$ cat config.mk
export PLATFORM = sky130hd
export DESIGN_NAME = cflg_gate
export DESIGN_NICKNAME = d
export VERILOG_FILES = /design/src/hw/cflg_pkg.sv /design/src/hw/cflg_gate.sv /design/src/hw/cflg_access_check.sv
export SDC_FILE = /design/constraint.sdc
export NUM_CORES = 1
export LEC_CHECK = 0
export BUFFER_PORTS_ARGS = -buffer_cell sky130_fd_sc_hd__buf_2
export CAP_MARGIN = 20
export CORE_MARGIN = 1.5
export CORE_UTILIZATION = 40
export CTS_BUF_LIST = sky130_fd_sc_hd__clkbuf_8 sky130_fd_sc_hd__clkbuf_16
export CTS_CLUSTER_DIAMETER = 40
export DETAILED_ROUTE_END_ITERATION = 8
export SYNTH_ARGS = -nofsm -noshare
export SYNTH_HDL_FRONTEND = slang
export SYNTH_SLANG_ARGS = --single-unit
$ cat constraint.sdc
create_clock -name core_clk_in -period 5.25 [get_ports core_clk_in]
set_clock_uncertainty 0.2 [all_clocks]
set_input_delay 0.7875 -clock core_clk_in [delete_from_list [all_inputs] [get_ports core_clk_in]]
set_output_delay 0.7875 -clock core_clk_in [all_outputs]
set_load 0.005 [all_outputs]
$ cat src/hw/cflg_pkg.sv
package cflg_pkg;

  // ==========================================================
  // lock key
  // ==========================================================
  localparam logic [31:0] UNLOCK_KEY = 32'h5cc5c55c;
  localparam logic [31:0] KEY_RESET = 32'h00000000;

  // ==========================================================
  // register indices; byte address is four times the index
  // ==========================================================
  localparam logic [5:0] IDX_KEY = 6'h00;
  localparam logic [5:0] IDX_SYS_CFG1 = 6'h06;
  localparam logic [5:0] IDX_CODE_SIZE = 6'h07;
  localparam logic [5:0] IDX_BOOT_SIZE = 6'h08;
  localparam logic [5:0] IDX_STATUS = 6'h09;
  localparam logic [5:0] IDX_CONTROL = 6'h0a;
  localparam int ADDR_W = 8;

  // ==========================================================
  // fuse fields and values held until the first load
  // ==========================================================
  localparam int SUPPLY_LSB = 3;
  localparam int STARTUP_LSB = 0;
  localparam logic [1:0] SUPPLY_DUAL = 2'h1;
  localparam logic [1:0] SUPPLY_SINGLE = 2'h2;
  localparam logic [2:0] STARTUP_NONE = 3'h0;
  localparam logic [7:0] FUSE_RESET = 8'h00;
  localparam logic [8:0] FLASH_BLOCKS_DEFAULT = 9'h080;

  // status bits and control bits
  localparam int ST_BIT_UNLOCKED = 0;
  localparam int ST_BIT_LOADED = 1;
  localparam int ST_BIT_RUNNING = 2;
  localparam int ST_BIT_ERASING = 3;
  localparam int CTL_BIT_RELOAD = 0;

  // axi responses
  localparam logic [1:0] RESP_OKAY = 2'h0;
  localparam logic [1:0] RESP_SLVERR = 2'h2;
  localparam logic [1:0] RESP_DECERR = 2'h3;

  // ==========================================================
  // start-up delay timing
  // ==========================================================
  localparam int CLK_HZ = 125_000_000;
  localparam int STARTUP_UNIT_MS = 1;
  localparam int STARTUP_UNIT_CYCLES = CLK_HZ / 1000 * STARTUP_UNIT_MS;

  typedef enum logic [2:0] {
    SEC_FLASH = 3'h0,
    SEC_SRAM = 3'h1,
    SEC_EEPROM = 3'h2,
    SEC_SIGNATURE = 3'h3,
    SEC_USER_ROW = 3'h4,
    SEC_FUSE = 3'h5,
    SEC_LOCK = 3'h6,
    SEC_REGS = 3'h7
  } cflg_section_t;

  typedef enum logic [2:0] {
    ST_LOAD = 3'b001,
    ST_DELAY = 3'b010,
    ST_RUN = 3'b100
  } cflg_state_t;

endpackage

$ cat src/hw/cflg_gate.sv
// Chosen here: the AXI4-Lite register port.
`timescale 1ns/1ps
`default_nettype none

// Notes on behaviour
// supply field 0x1 is dual, 0x2 single, 0x0 and 0x3 reserved.
// hold code execution 0 ms, or 1 ms doubling to 64 ms by field.
// code size fuse is boot plus application length in 512-byte blocks.
// boot size fuse is boot length in 512-byte blocks.
// boot size zero makes the whole flash the boot region.
// fuses come from nonvolatile storage and read back as read-only registers.
// unlocked only when the 32-bit key equals 0x5cc5c55c exactly.
// host locks the part by storing any other key value.
// cpu access ignores the lock; signature row, fuses, key never cpu-writable.
// unlocked host reads and writes all, signature row read-only.
// locked host gets nothing except user row writes.
// denied host reads complete normally but return no memory content.
// locked user row writes only via fuse command, and stay unreadable.
// only a full erase unlocks; user row survives, application data goes.
// erase of a locked part always erases eeprom.
// lock status follows every change of the stored key, including load.
module cflg_gate #(
  parameter int STARTUP_UNIT_CYCLES = cflg_pkg::STARTUP_UNIT_CYCLES,
  parameter logic [8:0] FLASH_BLOCKS = cflg_pkg::FLASH_BLOCKS_DEFAULT
) (
  input wire logic core_clk_in, // system clock
  input wire logic rst_n_in, // sync reset, active low
  input wire logic [cflg_pkg::ADDR_W-1:0] s_axi_awaddr_in, // write address
  input wire logic s_axi_awvalid_in, // write address valid
  output logic s_axi_awready_out, // write address ready
  input wire logic [31:0] s_axi_wdata_in, // write data
  input wire logic [3:0] s_axi_wstrb_in, // write strobes
  input wire logic s_axi_wvalid_in, // write data valid
  output logic s_axi_wready_out, // write data ready
  output logic [1:0] s_axi_bresp_out, // write response
  output logic s_axi_bvalid_out, // write response valid
  input wire logic s_axi_bready_in, // write response ready
  input wire logic [cflg_pkg::ADDR_W-1:0] s_axi_araddr_in, // read address
  input wire logic s_axi_arvalid_in, // read address valid
  output logic s_axi_arready_out, // read address ready
  output logic [31:0] s_axi_rdata_out, // read data
  output logic [1:0] s_axi_rresp_out, // read response
  output logic s_axi_rvalid_out, // read data valid
  input wire logic s_axi_rready_in, // read data ready
  input wire logic [31:0] nv_key_in, // stored lock key
  input wire logic [7:0] nv_sys_cfg1_in, // stored system config one fuse
  input wire logic [7:0] nv_code_size_in, // stored code region size fuse
  input wire logic [7:0] nv_boot_size_in, // stored boot region size fuse
  input wire logic nv_eeprom_keep_in, // stored eeprom_keep_on_erase bit
  input wire logic nv_reload_in, // pulse: storage contents changed
  input wire logic host_req_valid_in, // pulse: debug_program_port access
  input wire logic host_req_write_in, // host access is a write
  input wire logic host_req_fuse_cmd_in, // host write via fuse-write command
  input wire cflg_pkg::cflg_section_t host_req_section_in, // host target section
  input wire logic [7:0] host_mem_rdata_in, // memory data for host read
  output logic host_ack_out, // host access done
  output logic host_grant_out, // host access permitted
  output logic [7:0] host_rdata_out, // data returned to host
  input wire logic host_erase_req_in, // pulse: full_device_erase request
  input wire logic cpu_req_valid_in, // pulse: cpu access
  input wire logic cpu_req_write_in, // cpu access is a write
  input wire cflg_pkg::cflg_section_t cpu_req_section_in, // cpu target section
  output logic cpu_ack_out, // cpu access done
  output logic cpu_grant_out, // cpu access permitted
  output logic erase_start_out, // pulse: start array erase
  output logic erase_eeprom_out, // eeprom included in erase
  input wire logic erase_done_in, // pulse: array erase finished
  output logic key_store_write_out, // pulse: store key_store_data_out
  output logic [31:0] key_store_data_out, // key value to store
  output logic unlocked_out, // device unlocked
  output logic supply_dual_out, // split_supply_io dual supply
  output logic supply_single_out, // single supply
  output logic supply_reserved_out, // reserved supply code
  output logic [8:0] boot_blocks_out, // boot region length in blocks
  output logic [8:0] code_blocks_out, // boot plus app length in blocks
  output logic code_run_out // start-up delay over, code may run
);

  // ==========================================================
  // fuse and key holding registers
  // ==========================================================
  logic [31:0] key_q;
  logic [7:0] sys_cfg1_q;
  logic [7:0] code_size_q;
  logic [7:0] boot_size_q;
  logic eeprom_keep_q;
  logic erase_busy;
  logic reload_pulse;
  cflg_pkg::cflg_state_t state;
  cflg_pkg::cflg_state_t next_state;
  logic [31:0] dly_cnt;

  wire logic capture = (state == cflg_pkg::ST_LOAD) || nv_reload_in || reload_pulse;
  wire logic key_ok = (key_q == cflg_pkg::UNLOCK_KEY);
  wire logic [1:0] supply_sel = sys_cfg1_q[cflg_pkg::SUPPLY_LSB +: 2];
  wire logic [2:0] startup_sel = sys_cfg1_q[cflg_pkg::STARTUP_LSB +: 3];
  // a key is stored externally by the erase, so the mirror takes it at done
  wire logic erase_finish = erase_busy && erase_done_in;

  // storage is read after the reset release, never under it
  always_ff @(posedge core_clk_in)
  begin
    if (!rst_n_in)
    begin
      key_q <= cflg_pkg::KEY_RESET;
      sys_cfg1_q <= cflg_pkg::FUSE_RESET;
      code_size_q <= cflg_pkg::FUSE_RESET;
      boot_size_q <= cflg_pkg::FUSE_RESET;
      eeprom_keep_q <= 1'b0;
    end
    else if (erase_finish)
    begin
      key_q <= cflg_pkg::UNLOCK_KEY;
    end
    else if (capture)
    begin
      key_q <= nv_key_in;
      sys_cfg1_q <= nv_sys_cfg1_in;
      code_size_q <= nv_code_size_in;
      boot_size_q <= nv_boot_size_in;
      eeprom_keep_q <= nv_eeprom_keep_in;
    end
  end

  // ==========================================================
  // start-up delay
  // ==========================================================
  wire logic [31:0] dly_target = 32'(STARTUP_UNIT_CYCLES) << (startup_sel - 3'h1);
  wire logic dly_over = (dly_cnt >= dly_target - 32'h1);

  always_comb
  begin
    case (state)
      cflg_pkg::ST_LOAD: next_state = cflg_pkg::ST_DELAY;
      cflg_pkg::ST_DELAY:
        next_state = (startup_sel == cflg_pkg::STARTUP_NONE || dly_over) ? cflg_pkg::ST_RUN
                                                                         : cflg_pkg::ST_DELAY;
      cflg_pkg::ST_RUN: next_state = cflg_pkg::ST_RUN;
      default: next_state = cflg_pkg::ST_LOAD;
    endcase
  end

  always_ff @(posedge core_clk_in)
  begin
    if (!rst_n_in)
    begin
      state <= cflg_pkg::ST_LOAD;
      dly_cnt <= 32'h0;
    end
    else
    begin
      state <= next_state;
      dly_cnt <= (state == cflg_pkg::ST_DELAY) ? dly_cnt + 32'h1 : 32'h0;
    end
  end

  // ==========================================================
  // decoded fuse outputs
  // ==========================================================
  wire logic boot_whole = (boot_size_q == cflg_pkg::FUSE_RESET);
  wire logic [8:0] next_boot = boot_whole ? FLASH_BLOCKS : {1'b0, boot_size_q};
  wire logic [8:0] next_code = boot_whole ? FLASH_BLOCKS : {1'b0, code_size_q};

  always_ff @(posedge core_clk_in)
  begin
    if (!rst_n_in)
    begin
      supply_dual_out <= 1'b0;
      supply_single_out <= 1'b0;
      supply_reserved_out <= 1'b0;
      boot_blocks_out <= 9'h000;
      code_blocks_out <= 9'h000;
      code_run_out <= 1'b0;
      unlocked_out <= 1'b0;
    end
    else
    begin
      supply_dual_out <= (supply_sel == cflg_pkg::SUPPLY_DUAL);
      supply_single_out <= (supply_sel == cflg_pkg::SUPPLY_SINGLE);
      supply_reserved_out <= (supply_sel != cflg_pkg::SUPPLY_DUAL) &&
                             (supply_sel != cflg_pkg::SUPPLY_SINGLE);
      boot_blocks_out <= next_boot;
      code_blocks_out <= next_code;
      code_run_out <= (state == cflg_pkg::ST_RUN);
      unlocked_out <= key_ok;
    end
  end

  // ==========================================================
  // access gating for host and cpu
  // ==========================================================
  logic host_allow;
  logic cpu_allow;

  cflg_access_check u_host_chk (
    .is_host_in(1'b1),
    .unlocked_in(key_ok),
    .write_in(host_req_write_in),
    .fuse_cmd_in(host_req_fuse_cmd_in),
    .section_in(host_req_section_in),
    .allow_out(host_allow)
  );

  cflg_access_check u_cpu_chk (
    .is_host_in(1'b0),
    .unlocked_in(key_ok),
    .write_in(cpu_req_write_in),
    .fuse_cmd_in(1'b0),
    .section_in(cpu_req_section_in),
    .allow_out(cpu_allow)
  );

  // host is held off while an erase is running so it cannot read half-erased data
  wire logic host_ok = host_allow && !erase_busy;
  wire logic host_rd_ok = host_ok && !host_req_write_in;

  always_ff @(posedge core_clk_in)
  begin
    if (!rst_n_in)
    begin
      host_ack_out <= 1'b0;
      host_grant_out <= 1'b0;
      host_rdata_out <= 8'h00;
      cpu_ack_out <= 1'b0;
      cpu_grant_out <= 1'b0;
    end
    else
    begin
      host_ack_out <= host_req_valid_in;
      host_grant_out <= host_req_valid_in && host_ok;
      host_rdata_out <= (host_req_valid_in && host_rd_ok) ? host_mem_rdata_in : 8'h00;
      cpu_ack_out <= cpu_req_valid_in;
      cpu_grant_out <= cpu_req_valid_in && cpu_allow;
    end
  end

  // ==========================================================
  // full device erase
  // ==========================================================
  wire logic erase_go = host_erase_req_in && !erase_busy;

  always_ff @(posedge core_clk_in)
  begin
    if (!rst_n_in)
    begin
      erase_busy <= 1'b0;
      erase_start_out <= 1'b0;
      erase_eeprom_out <= 1'b0;
      key_store_write_out <= 1'b0;
      key_store_data_out <= 32'h0;
    end
    else
    begin
      erase_start_out <= erase_go;
      key_store_write_out <= erase_finish;
      key_store_data_out <= cflg_pkg::UNLOCK_KEY;
      if (erase_go)
      begin
        erase_busy <= 1'b1;
        erase_eeprom_out <= !eeprom_keep_q || !key_ok;
      end
      else if (erase_finish)
      begin
        erase_busy <= 1'b0;
        erase_eeprom_out <= 1'b0;
      end
    end
  end

  // ==========================================================
  // axi4-lite register slave
  // ==========================================================
  function automatic logic reg_hit(input logic [cflg_pkg::ADDR_W-1:0] a, input logic [5:0] idx);
    reg_hit = (a == {idx, 2'b00});
  endfunction

  logic aw_held;
  logic w_held;
  logic [cflg_pkg::ADDR_W-1:0] aw_addr;
  logic [31:0] w_data;
  logic w_lane0;

  assign s_axi_awready_out = !aw_held && !s_axi_bvalid_out;
  assign s_axi_wready_out = !w_held && !s_axi_bvalid_out;
  assign s_axi_arready_out = !s_axi_rvalid_out;

  wire logic aw_take = s_axi_awvalid_in && s_axi_awready_out;
  wire logic w_take = s_axi_wvalid_in && s_axi_wready_out;
  wire logic wr_fire = aw_held && w_held;
  wire logic ar_take = s_axi_arvalid_in && s_axi_arready_out;

  // fuse and key mirrors are read-only from the bus side
  wire logic wr_ro = reg_hit(aw_addr, cflg_pkg::IDX_KEY) ||
                     reg_hit(aw_addr, cflg_pkg::IDX_SYS_CFG1) ||
                     reg_hit(aw_addr, cflg_pkg::IDX_CODE_SIZE) ||
                     reg_hit(aw_addr, cflg_pkg::IDX_BOOT_SIZE) ||
                     reg_hit(aw_addr, cflg_pkg::IDX_STATUS);
  wire logic wr_ctl = reg_hit(aw_addr, cflg_pkg::IDX_CONTROL);
  wire logic [1:0] wr_resp = wr_ctl ? cflg_pkg::RESP_OKAY :
                             wr_ro ? cflg_pkg::RESP_SLVERR : cflg_pkg::RESP_DECERR;

  wire logic [31:0] status_word = {28'h0, erase_busy, code_run_out,
                                   (state != cflg_pkg::ST_LOAD), key_ok};
  wire logic rd_key = reg_hit(s_axi_araddr_in, cflg_pkg::IDX_KEY);
  wire logic rd_cfg = reg_hit(s_axi_araddr_in, cflg_pkg::IDX_SYS_CFG1);
  wire logic rd_code = reg_hit(s_axi_araddr_in, cflg_pkg::IDX_CODE_SIZE);
  wire logic rd_boot = reg_hit(s_axi_araddr_in, cflg_pkg::IDX_BOOT_SIZE);
  wire logic rd_stat = reg_hit(s_axi_araddr_in, cflg_pkg::IDX_STATUS);
  wire logic rd_ctl = reg_hit(s_axi_araddr_in, cflg_pkg::IDX_CONTROL);
  wire logic rd_map = rd_key || rd_cfg || rd_code || rd_boot || rd_stat || rd_ctl;
  wire logic [31:0] rd_word = rd_key ? key_q :
                              rd_cfg ? {24'h0, sys_cfg1_q} :
                              rd_code ? {24'h0, code_size_q} :
                              rd_boot ? {24'h0, boot_size_q} :
                              rd_stat ? status_word : 32'h0;

  always_ff @(posedge core_clk_in)
  begin
    if (!rst_n_in)
    begin
      aw_held <= 1'b0;
      w_held <= 1'b0;
      aw_addr <= '0;
      w_data <= 32'h0;
      w_lane0 <= 1'b0;
      s_axi_bvalid_out <= 1'b0;
      s_axi_bresp_out <= cflg_pkg::RESP_OKAY;
      reload_pulse <= 1'b0;
    end
    else
    begin
      if (aw_take)
      begin
        aw_held <= 1'b1;
        aw_addr <= s_axi_awaddr_in;
      end
      if (w_take)
      begin
        w_held <= 1'b1;
        w_data <= s_axi_wdata_in;
        w_lane0 <= s_axi_wstrb_in[0];
      end
      reload_pulse <= wr_fire && wr_ctl && w_lane0 && w_data[cflg_pkg::CTL_BIT_RELOAD];
      if (wr_fire)
      begin
        aw_held <= 1'b0;
        w_held <= 1'b0;
        s_axi_bvalid_out <= 1'b1;
        s_axi_bresp_out <= wr_resp;
      end
      else if (s_axi_bready_in)
      begin
        s_axi_bvalid_out <= 1'b0;
      end
    end
  end

  always_ff @(posedge core_clk_in)
  begin
    if (!rst_n_in)
    begin
      s_axi_rvalid_out <= 1'b0;
      s_axi_rdata_out <= 32'h0;
      s_axi_rresp_out <= cflg_pkg::RESP_OKAY;
    end
    else if (ar_take)
    begin
      s_axi_rvalid_out <= 1'b1;
      s_axi_rdata_out <= rd_word;
      s_axi_rresp_out <= rd_map ? cflg_pkg::RESP_OKAY : cflg_pkg::RESP_DECERR;
    end
    else if (s_axi_rready_in)
    begin
      s_axi_rvalid_out <= 1'b0;
    end
  end
endmodule

`default_nettype wire

$ cat src/hw/cflg_access_check.sv
`timescale 1ns/1ps
`default_nettype none

module cflg_access_check (
  input wire logic is_host_in, // 1: debug host, 0: cpu
  input wire logic unlocked_in, // key matches unlock value
  input wire logic write_in, // 1: write, 0: read
  input wire logic fuse_cmd_in, // host write issued by fuse-write command
  input wire cflg_pkg::cflg_section_t section_in, // target section
  output logic allow_out // access permitted
);

  // ==========================================================
  // permission tables
  // ==========================================================
  wire logic sec_sign = (section_in == cflg_pkg::SEC_SIGNATURE);
  wire logic sec_user = (section_in == cflg_pkg::SEC_USER_ROW);
  wire logic sec_cfg = (section_in == cflg_pkg::SEC_FUSE) || (section_in == cflg_pkg::SEC_LOCK);

  // cpu never sees the lock; only the factory areas are write-barred
  wire logic cpu_allow = !write_in || !(sec_sign || sec_cfg);
  wire logic host_open = !write_in || !sec_sign;
  // locked host keeps a single door: user row write through the fuse command
  wire logic host_shut = write_in && sec_user && fuse_cmd_in;
  wire logic host_allow = unlocked_in ? host_open : host_shut;

  assign allow_out = is_host_in ? host_allow : cpu_allow;

endmodule

`default_nettype wire

==> summary.txt, run 1 <==
Placed design
  • IO buf count: around 200
  • Place WS: 668 ps
  • Routability Congestion: 0.880
  • DP HPWL: between 15 and 20 mm
  • Post-Place Cell Area: approximately 9100 um^2

Route
  • Drt drc: 0
  • Post-DRT Antenna Nets: 0
  • DR vias: approximately 7200
  • Final wirelength: around 21 mm
  • Wirelength per Cell: around 15 um
  • Initial drt markers: roughly 430
  • Via-to-Cell Ratio: approximately 5.0
  • DRT Pass-1 Iters: 5

CTS
  • CTS max path bufs: 2
  • # hold bufs at CTS: 0
  • Post-CTS Resized: 0
  • Clock slew seen by the registers of the worst setup and hold paths: about 70 ps
  • # Post-CTS Setup Buffers: 0
  • Total CTS buffers: 17
  • CTS tree: done
  • CTS Sinks: 180
  • Root buffer cell: clkbuf_16
  • H-tree depth: 4
  • Worst-Skew Late Latency: 430 ps

Synthesis
  • Post-synthesis cell type count: 64
  • EDFF count, synth: 0
  • Mapped Avg Cell Area: 8.18 um^2
  • Post-synth top area share: 0.444
  • Main synth FF type: dfxtp_1
  • Post-Syn Area: just over 8000 um^2
  • Yosys reg bits: between 150 and 200
  • Seq/Total Area, Yosys: 0.444
  • Mapped Cells: about 990
  • Synth warn: 0
  • Synth area leader: dfxtp_1
  • Post-synth ARST share: 0
  • Top cells by area, synth: dfxtp_1, nand2_1, a21oi_1

Floorplan
  • Starting density of the core: 0.412
  • Cell Rows: around 50
  • Die ar.: around 21000 um^2
  • IO Count: between 200 and 250
  • Chip Height: between 100 and 150 um
  • Core area: 19700 um^2
  • Die width: between 100 and 150 um

Global routing
  • Pin count of the biggest net entering global routing: 46
  • First-pass GRT wire length: approximately 34 mm
  • Vias in the first global route: around 6500
  • Grt ovf: 0
  • Total global-route track usage: 0.201
  • Antenna violations before repair: 4

Critical path
  • CP required: 5370 ps
  • CP Data Arrival Time: between 4000 and 5000 ps
  • CP max FO: 14
  • Startpoint types: flop
  • R2r setup slk: approximately 550 ps
  • Critical path startpoint: sys_cfg1_q[0]$_SDFFE_PN0P_
  • CP Capture Type: flop
  • Reg2Reg Depth: 17
  • Reg-to-reg startpoint: sys_cfg1_q[0]$_SDFFE_PN0P_
  • CP Capture Point: state[2]$_SDFF_PN0_
  • Worst Setup Path Type: reg2reg
  • FF-to-FF End: state[2]$_SDFF_PN0_

STA
  • Fin worst setup slack: roughly 550 ps
  • Fin Setup TNS: 0 ps
  • Part of the cycle the worst path needs: 0.894
  • Unrepaired setup endpoints after global routing: false
  • Final hold violation count: 0
  • Worst-margin pin slew: 1030 ps
  • # setup viols final: 0
  • Fmax: around 0.21 GHz
  • Final Slew Violations: 0
  • Tmin final: 4700 ps
  • Slew headroom: 0.316

Final layout
  • Post-route design area: 9740 um^2
  • Final #Nets: roughly 1300
  • Layout cell share with drive strength beyond 1: 0.218
  • Synth-to-layout area growth: 20.0%

Pwr
  • Leak: 4.17 nW
  • Design Power: about 3.7 mW
  • Max VDD drop: approximately 0.23 mV
  • Pwr dens: between 300 and 400 nW/um^2

Run status
  • Outcome: finished, final reports clean

Job
  • MaxCap Viol Count: 0

Min path
  • Worst hold-check path type: reg2reg
[power by group]
part | leakage [nW] | internal, mW | switching, mW
combinational | 2.39 | 0.304 | 0.492
sequential | 1.47 | 1.49 | 0.102
clock | 0.305 | 0.736 | 0.620
total | 4.17 | 2.53 | 1.21
[flip-flops by register name, summed over array words and instances (netlist names), 2 cells and up]
signal           cells
dly_cnt             32
key_q               32
s_axi_rdata_out     32
aw_addr              8
boot_blocks_out      8
boot_size_q          8
code_blocks_out      8
code_size_q          8
host_rdata_out       8
sys_cfg1_q           8
state                3
s_axi_bresp_out      2
[area by class of cell]
cell class | count | area (um^2)
Fill cell | 1963 | 9980
Multi-Input combinational cell | 719 | 4030
Sequential cell | 180 | 3600
Timing Repair Buffer | 204 | 1040
Clock buffer | 17 | 425
Tap cell | 265 | 332
Clock inverter | 15 | 205
Inverter | 25 | 93.8
Antenna cell | 5 | 12.5
[layout by cell type (no fill, tap or decap), types with 7 or more instances in the layout]
master / instances
and2_1: 32
xor2_1: 10
or3_1: 8
nor4_1: 14
nor2_1: 67
nand3_1: 19
o21ai_0: 26
buf_2: 196
a21oi_1: 103
buf_4: 8
clkbuf_16: 17
nand2_1: 224
ha_1: 31
nand4_1: 13
inv_1: 24
and3_1: 7
dfxtp_1: 180
conb_1: 18
a31oi_1: 23
xnor2_1: 23
nor3_1: 11
[cells in the mapped netlist (3+ instances only)]
| master | count |
|---|---|
| nor2_1 | 67 |
| mux2i_1 | 6 |
| dfxtp_1 | 180 |
| and4_1 | 6 |
| o21ai_0 | 26 |
| o211ai_1 | 4 |
| nor3b_1 | 4 |
| a21oi_1 | 103 |
| or3_1 | 8 |
| and3_1 | 7 |
| maj3_1 | 3 |
| nand3_1 | 19 |
| ha_1 | 31 |
| a222oi_1 | 3 |
| o2111ai_1 | 3 |
| inv_1 | 24 |
| nand2_1 | 224 |
| clkbuf_1 | 40 |
| buf_4 | 35 |
| and2_1 | 32 |
| nor4_1 | 14 |
| or4_1 | 4 |
| buf_2 | 9 |
| nand4b_1 | 3 |
| nand4_1 | 13 |
| nor3_1 | 12 |
| xnor2_1 | 23 |
| a31oi_1 | 23 |
| xor2_1 | 10 |
| a21boi_0 | 5 |
| nand2b_1 | 4 |
[worst max-delay path, cell delays in order, from the launching register on]
cell and delay (ps):
dfxtp_1 610, inv_1 230, ha_1 350, xor2_1 200, inv_1 210, nand2_1 210, ha_1 210, o21ai_0 90
a221oi_1 320, nand4_1 200, nand4b_1 220, a21boi_0 170, ha_1 310, a21oi_1 130, o21ai_0 100, a221oi_1 460
o21bai_1 100, or2_2 270
[per-layer routing]
metal  routed length [um]  share of wire  GRT usage
met1                10100           0.48      0.281
met2                 9560           0.45      0.310
met3                 1370          0.064     0.0486
met4                  238          0.011     0.0495
met5                    0              0          0
[stage by stage]
step	hold slack [ps]	instances	util
CTS	249	1425	0.493
floorplan	213	1010	-
global placement	231	1393	0.461
global route	261	1426	0.494
detailed placement	238	1393	0.461
finish	248	1430	0.494
[how the worst min path moves through the flow]
stage | from | to | slack [ps] | cells past startpoint
after floorplan | dly_cnt[0]$_SDFF_PN0_ | dly_cnt[0]$_SDFF_PN0_ | 210 | 1
after global placement | dly_cnt[0]$_SDFF_PN0_ | dly_cnt[0]$_SDFF_PN0_ | 230 | 1
after detailed placement | dly_cnt[0]$_SDFF_PN0_ | dly_cnt[0]$_SDFF_PN0_ | 240 | 1
after CTS | dly_cnt[0]$_SDFF_PN0_ | dly_cnt[0]$_SDFF_PN0_ | 250 | 1
after global routing | dly_cnt[0]$_SDFF_PN0_ | dly_cnt[0]$_SDFF_PN0_ | 260 | 1
final | dly_cnt[0]$_SDFF_PN0_ | dly_cnt[0]$_SDFF_PN0_ | 250 | 1
[cells by family (layout without fill, tap and decap cells)]
group | after synthesis | after routing | synth area share
adders and majority gates | 34 | 34 | 0.0515
muxes | 8 | 8 | 0.0102
other | 1 | 23 | 0.000462
and+or+nand+nor | 432 | 432 | 0.248
xor gates and xnor gates | 33 | 33 | 0.0356
AOI/OAI and AO/OA | 194 | 194 | 0.142
DFF | 180 | 180 | 0.444
buffers and inverters | 111 | 261 | 0.0689
Note: power is estimated with default switching activity, not from simulation.
==> run 2: changes to the inputs <==
==> constraint.sdc (replaced) <==
create_clock -name core_clk_in -period 5.25 [get_ports core_clk_in]
set_clock_uncertainty 0.2 [all_clocks]
set_input_delay 0.525 -clock core_clk_in [delete_from_list [all_inputs] [get_ports core_clk_in]]
set_output_delay 0.525 -clock core_clk_in [all_outputs]
set_load 0.005 [all_outputs]
==> run 2 against run 1 <==
Net effect: register-to-register slack worse by 30 ps; non-clock buffer count did not move; clock power is 8% lower; critical path type unchanged.
==> summary.txt, run 2 (synthesized netlist as in run 1, its figures left out) <==
Run status
  • Outcome: finished, final reports clean

CTS
  • CTS Sinks: 180 (unchanged)
  • Clock slew seen by the registers of the worst setup and hold paths: 70 ps (about the same)
  • Total CTS buffers: 17 (unchanged)
  • # hold bufs at CTS: 0 (unchanged)
  • Post-CTS Resized: 0 (unchanged)
  • CTS max path bufs: 2 (unchanged)
  • # Post-CTS Setup Buffers: 0 (unchanged)
  • Root buffer cell: clkbuf_16
  • H-tree depth: 4 (unchanged)
  • Worst-Skew Late Latency: 430 ps (about the same)
  • CTS tree: done

Placed design
  • Place WS: 634 ps (-34.0 ps)
  • Post-Place Cell Area: 9100 um^2 (unchanged)
  • DP HPWL: 15.3 mm (-0.35%)
  • Routability Congestion: 0.880 (about the same)
  • Placed Instances: 1393 (unchanged)
  • IO buf count: 196 (unchanged)

Critical path
  • CP required: 5360 ps (about the same)
  • CP max FO: 14 (unchanged)
  • CP Capture Type: flop
  • CP Data Arrival Time: 4840 ps (+30 ps)
  • Startpoint types: flop
  • Worst Setup Path Type: reg2reg

STA
  • Unrepaired setup endpoints after global routing: false
  • Fin worst setup slack: 523 ps (-31.8 ps)
  • # setup viols final: 0 (unchanged)
  • Hold WS: 79.6 ps (-169 ps)
  • Worst-margin pin slew: 1070 ps (+48.9 ps)
  • Tmin final: 4730 ps (+31.8 ps)
  • Slew headroom: 0.284 (-0.0326)
  • Part of the cycle the worst path needs: 0.900 (+0.00605)
  • Final hold violation count: 0 (unchanged)
  • Fmax: 0.212 GHz (-0.67%)
  • Fin Setup TNS: 0 ps (unchanged)
  • Final Slew Violations: 0 (unchanged)

Route
  • Post-DRT Antenna Nets: 0 (unchanged)
  • DRT Pass-1 Iters: 5 (unchanged)
  • Final wirelength: 21.3 mm (-0.17%)
  • Via-to-Cell Ratio: 5.04 (+0.49%)
  • Wirelength per Cell: 14.9 um (about the same)
  • Drt drc: 0 (unchanged)
  • Initial drt markers: 491 (+15%)
  • DR vias: 7207 (+0.42%)

Final layout
  • Layout cell share with drive strength beyond 1: 0.217 (-0.000862)
  • Registers with the most flip-flops: dly_cnt (32), key_q (32), s_axi_rdata_out (32)
  • Synth-to-layout area growth: 19.3%
  • Util after Layout: 0.491 (-0.00273)
  • Commonest non-fill, non-tap cell in the layout: nand2_1
  • Final #Nets: 1316 (unchanged)
  • Fin cells: 1429 (-0.070%)
  • Commonest non-fill, non-tap cells in the layout: nand2_1, buf_2, dfxtp_1
  • Post-route design area: 9690 um^2 (-0.55%)

Global routing
  • Vias in the first global route: 6539 (+0.29%)
  • Pin count of the biggest net entering global routing: 55 (+20%)
  • Antenna violations before repair: 3 (-1)
  • Total global-route track usage: 0.199 (-0.00220)
  • Grt ovf: 0 (unchanged)
  • First-pass GRT wire length: 34.0 mm (-0.96%)

Floorplan
  • Starting density of the core: 0.412 (unchanged)
  • Core area: 19700 um^2 (unchanged)
  • Die ar.: 21200 um^2 (unchanged)
  • Die width: 145 um (unchanged)
  • Chip Height: 145 um (unchanged)
  • Cell Rows: 51 (unchanged)
  • IO Count: 249 (unchanged)

Pwr
  • Design Power: 3.64 mW (-2.8%)
  • Max VDD drop: 0.220 mV (-6.0%)
  • Leak: 4.15 nW (-0.51%)
  • Pwr dens: 375 nW/um^2 (-2.3%)

Min path
  • Worst hold-check path type: in2reg

Job
  • MaxCap Viol Count: 0 (unchanged)
## run 2: cell count changes in the layout (fill, tap and decap cells not counted), sizes merged
| cell | previous run | this run |
|---|---|---|
| diode | 5 | 4 |
| clkinvlp | 1 | 2 |
| clkbuf | 17 | 20 |
| bufinv | 2 | 0 |
| clkinv | 3 | 1 |
## run 2: worst paths after layout
path,slack (ps),from,cells after the start,endpoint
max,520,sys_cfg1_q[0]$_SDFFE_PN0P_,17,state[2]$_SDFF_PN0_
min,80,s_axi_rready_in,2,s_axi_rvalid_out$_SDFFE_PN0P_
max reg2reg,520,sys_cfg1_q[0]$_SDFFE_PN0P_,17,state[2]$_SDFF_PN0_
min reg2reg,240,w_lane0$_SDFFE_PN0P_,2,reload_pulse$_SDFF_PN0_
## run 2: worst max-delay path, stage by stage (launching register included)
cell      delay (ps)
dfxtp_1          620
inv_1            230
ha_1             350
xor2_1           200
inv_1            210
nand2_1          210
ha_1             220
o21ai_0          100
a221oi_1         330
nand4_1          210
nand4b_1         230
a21boi_0         160
ha_1             300
a21oi_1          130
o21ai_0          100
a221oi_1         440
o21bai_1          90
or2_2            270
## run 2: power breakdown
| group | internal [mW] | total (mW) | switching, mW |
|---|---|---|---|
| logic | 0.304 | 0.798 | 0.494 |
| clock network | 0.664 | 1.25 | 0.582 |
| registers | 1.49 | 1.59 | 0.102 |
## run 2: final cells by class
type                    instances  area (um^2)
well taps                     265          332
clock inverters                12          113
diodes                          4         10.0
clock buffers                  20          467
fillers                      1994        10000
flip-flops and latches        180         3600
inverters                      25         93.8
multi-input cells             719         4030
repair buffers                204         1040
## run 2: per-layer routing
layer  track usage  routed length (um)  vias up
li1              -                   -     3658
met4        0.0556                 252        0
met5             0                   0        -
met1         0.276               10200     3325
met3        0.0464                1300       14
met2         0.309                9510      210
==> run 3: changes to the inputs <==
--- a/config.mk
+++ b/config.mk
@@ -5,6 +5,7 @@
 export SDC_FILE = /design/constraint.sdc
 export NUM_CORES = 1
 export LEC_CHECK = 0
+export ABC_AREA = 1
 export BUFFER_PORTS_ARGS = -buffer_cell sky130_fd_sc_hd__buf_2
 export CAP_MARGIN = 20
 export CORE_MARGIN = 1.5
==> run 3 against run 2 <==
Net effect: largest cell class unchanged; count of clock-buffer cells in the layout fell by 3; register-to-register slack improved by 1200 ps; critical path depth rose by 6; worst setup slack improved by 1200 ps; core utilization fell by 0.14 points; worst hold slack improved by 18 ps; cell count rose by 12%; highest routed layer is now met5; critical path type unchanged; critical endpoint unchanged; synthesized area rose by 3.7%; sequential cell count did not move; sequential share of layout area fell by 1.2 points.
==> summary.txt, run 3 <==
Final layout
  • Layout cell share with drive strength beyond 1: 0.202 (-0.0156)
  • Synth-to-layout area growth: 18.8%
  • Commonest non-fill, non-tap cell in the layout: nand2_1
  • Commonest non-fill, non-tap cells in the layout: nand2_1, buf_2, dfxtp_1
  • Util after Layout: 0.490 (-0.00144)
  • Fill count: 2101 (+5.4%)
  • Registers with the most flip-flops: dly_cnt (32), key_q (32), s_axi_rdata_out (32)
  • Final #Nets: 1485 (+13%)

Synthesis
  • Post-Syn Area: 8420 um^2 (+3.7%)
  • Main synth FF type: dfxtp_1
  • Seq/Total Area, Yosys: 0.428 (-0.0160)
  • Post-synth ARST share: 0 (unchanged)
  • Mapped Avg Cell Area: 7.33 um^2 (-10%)
  • Synth warn: 0 (unchanged)
  • Post-synth top area share: 0.428 (-0.0160)
  • Top cells by area, synth: dfxtp_1, nand2_1, nor2_1
  • Synth area leader: dfxtp_1
  • Most frequent cell after synthesis: nand2_1
  • EDFF count, synth: 0 (unchanged)
  • Top cells by count, synth: nand2_1, dfxtp_1, nor2_1
  • Mapped Cells: 1150 (+16%)
  • Yosys reg bits: 180 (unchanged)
  • Post-synthesis cell type count: 45 (-30%)

Route
  • Post-DRT Antenna Nets: 0 (unchanged)
  • DR vias: 7643 (+6.0%)
  • Initial drt markers: 363 (-26%)
  • Final wirelength: 22.3 mm (+5.1%)
  • Wirelength per Cell: 14.0 um (-6.2%)
  • Via-to-Cell Ratio: 4.77 (-5.3%)
  • Drt drc: 0 (unchanged)
  • DRT Pass-1 Iters: 4 (-1)

CTS
  • # Post-CTS Setup Buffers: 0 (unchanged)
  • Post-CTS Resized: 0 (unchanged)
  • # hold bufs at CTS: 0 (unchanged)
  • Clock slew seen by the registers of the worst setup and hold paths: 80 ps (about the same)
  • Total CTS buffers: 17 (unchanged)
  • CTS tree: done
  • Root buffer cell: clkbuf_16
  • CTS max path bufs: 2 (unchanged)
  • Worst-Skew Late Latency: 430 ps (about the same)
  • CTS Sinks: 180 (unchanged)
  • H-tree depth: 4 (unchanged)

Critical path
  • FF-to-FF End: state[2]$_SDFF_PN0_
  • Reg2Reg Depth: 23 (+6)
  • R2r setup slk: 1750 ps (+1230 ps)
  • CP Data Arrival Time: 3650 ps (-1190 ps)
  • Startpoint types: flop
  • CP max FO: 11 (-3)
  • Worst Setup Path Type: reg2reg
  • CP Capture Type: flop
  • CP required: 5410 ps (+50 ps)
  • Reg-to-reg startpoint: sys_cfg1_q[0]$_SDFFE_PN0P_

Floorplan
  • Die width: 148 um (+1.8%)
  • Core area: 20400 um^2 (+3.6%)
  • IO Count: 249 (unchanged)
  • Starting density of the core: 0.412 (+0.000531)
  • Cell Rows: 52 (+2.0%)
  • Chip Height: 148 um (+1.8%)
  • Die ar.: 21900 um^2 (+3.7%)

Min path
  • Hold endpoint: cpu_ack_out$_SDFF_PN0_
  • Worst hold-check path type: in2reg
  • Hold path startpoint: cpu_req_valid_in
  • Hold Path Cell Cnt: 3 (+1)

Placed design
  • Routability Congestion: 0.847 (-3.8%)
  • DP HPWL: 16.8 mm (+9.8%)
  • IO buf count: 196 (unchanged)

STA
  • Final hold violation count: 0 (unchanged)
  • Worst-margin pin slew: 917 ps (-157 ps)
  • Hold WS: 97.3 ps (+17.6 ps)
  • Final Slew Violations: 0 (unchanged)
  • Tmin final: 3500 ps (-1230 ps)
  • # setup viols final: 0 (unchanged)
  • Unrepaired setup endpoints after global routing: false
  • Fmax: 0.286 GHz (+35%)
  • Part of the cycle the worst path needs: 0.666 (-0.235)
  • Fin Setup TNS: 0 ps (unchanged)
  • Slew headroom: 0.388 (+0.104)

Pwr
  • Leak: 4.56 nW (+9.9%)
  • Pwr dens: 352 nW/um^2 (-6.2%)
  • Max VDD drop: 0.178 mV (-19%)
  • Design Power: 3.52 mW (-3.1%)

Global routing
  • Antenna violations before repair: 3 (unchanged)
  • Pin count of the biggest net entering global routing: 62 (+13%)
  • Vias in the first global route: 7275 (+11%)
  • First-pass GRT wire length: 36.0 mm (+5.9%)
  • Grt ovf: 0 (unchanged)
  • Total global-route track usage: 0.206 (+0.00711)

Job
  • MaxCap Viol Count: 0 (unchanged)

Run status
  • Outcome: finished, final reports clean
-- run 3: changes by cell type after synthesis, moves of 19 or more --
| cell | delta |
|---|---|
| inv_1 | +110 |
| xnor2_1 | -19 |
| nand3_1 | +20 |
| nand2_1 | -25 |
| o21ai_0 | +79 |
| nor2_1 | +83 |
| a211oi_1 | +25 |
| and2_1 | -31 |
| a31oi_1 | -21 |
-- run 3: report_power, final --
| group | leakage [nW] | internal (mW) | total (mW) | switching, mW |
|---|---|---|---|---|
| Sequential | 1.48 | 1.49 | 1.55 | 0.0621 |
| Clock | 0.284 | 0.637 | 1.26 | 0.623 |
| Combinational | 2.79 | 0.249 | 0.716 | 0.467 |
| Total | 4.56 | 2.37 | 3.52 | 1.15 |
-- run 3: worst max-delay path, cell delays in order (launching register included) --
cell and delay (ps):
dfxtp_1 490, inv_1 180, ha_1 260, nand2_1 80, nand2_2 150, nor2_1 280
inv_1 130, o21ai_0 130, nand3_1 150, nand2_2 130, nor2_1 50, nand2_1 50
nand2_1 70, ha_1 270, nand2_1 60, nor2_1 140, inv_1 50, nor2_1 90
nand2_1 50, nand2_1 60, nand2_1 40, nand2_1 100, nand2_1 70, a21oi_1 120
-- run 3: cell families after synthesis --
| logic type | Yosys count | synth area share |
|---|---|---|
| adder cells (fa/ha/maj) | 31 | 0.0460 |
| AO/OA/AOI/OAI | 246 | 0.160 |
| other | 1 | 0.000445 |
| XOR/XNOR | 8 | 0.00832 |
| AND/OR/NAND/NOR | 473 | 0.244 |
| buffers and inverters | 211 | 0.114 |
| flip-flops | 180 | 0.428 |
-- run 3: worst max-delay path by stage --
stage	from	to	slack, ps	depth (start not counted)
global route	sys_cfg1_q[0]$_SDFFE_PN0P_	state[2]$_SDFF_PN0_	1270	23
detailed placement	sys_cfg1_q[0]$_SDFFE_PN0P_	state[2]$_SDFF_PN0_	1800	23
floorplan	sys_cfg1_q[0]$_SDFFE_PN0P_	state[2]$_SDFF_PN0_	2350	23
global placement	sys_cfg1_q[0]$_SDFFE_PN0P_	state[2]$_SDFF_PN0_	1860	23
finish	sys_cfg1_q[0]$_SDFFE_PN0P_	state[2]$_SDFF_PN0_	1750	23
CTS	sys_cfg1_q[0]$_SDFFE_PN0P_	state[2]$_SDFF_PN0_	1760	23
-- run 3: metal layers --
layer | track usage | vias up | part of all wire
li1 | - | 4026 | -
met1 | 0.265 | 3409 | 0.46
met2 | 0.341 | 191 | 0.46
met3 | 0.0540 | 15 | 0.064
met4 | 0.0569 | 2 | 0.012
met5 | 0 | - | 0.00031
-- run 3: through the flow --
stage	setup slack [ps]	std cells	area, um^2
2_1_floorplan	2350	1167	8490
3_3_place_gp	1860	1566	9410
3_5_place_dp	1800	1566	9410
4_1_cts	1760	1598	10000
5_1_grt	1270	1599	10000
6_report	1750	1601	10000
-- run 3: area by class of cell --
type | count | area, um^2 | area share
Antenna cell | 2 | 5.00 | 0.000500
Clock buffer | 17 | 425 | 0.0425
Timing Repair Buffer | 202 | 1030 | 0.103
Multi-Input combinational cell | 776 | 3930 | 0.392
Sequential cell | 180 | 3600 | 0.360
Clock inverter | 15 | 161 | 0.0161
Inverter | 139 | 522 | 0.0521
Tap cell | 270 | 338 | 0.0338
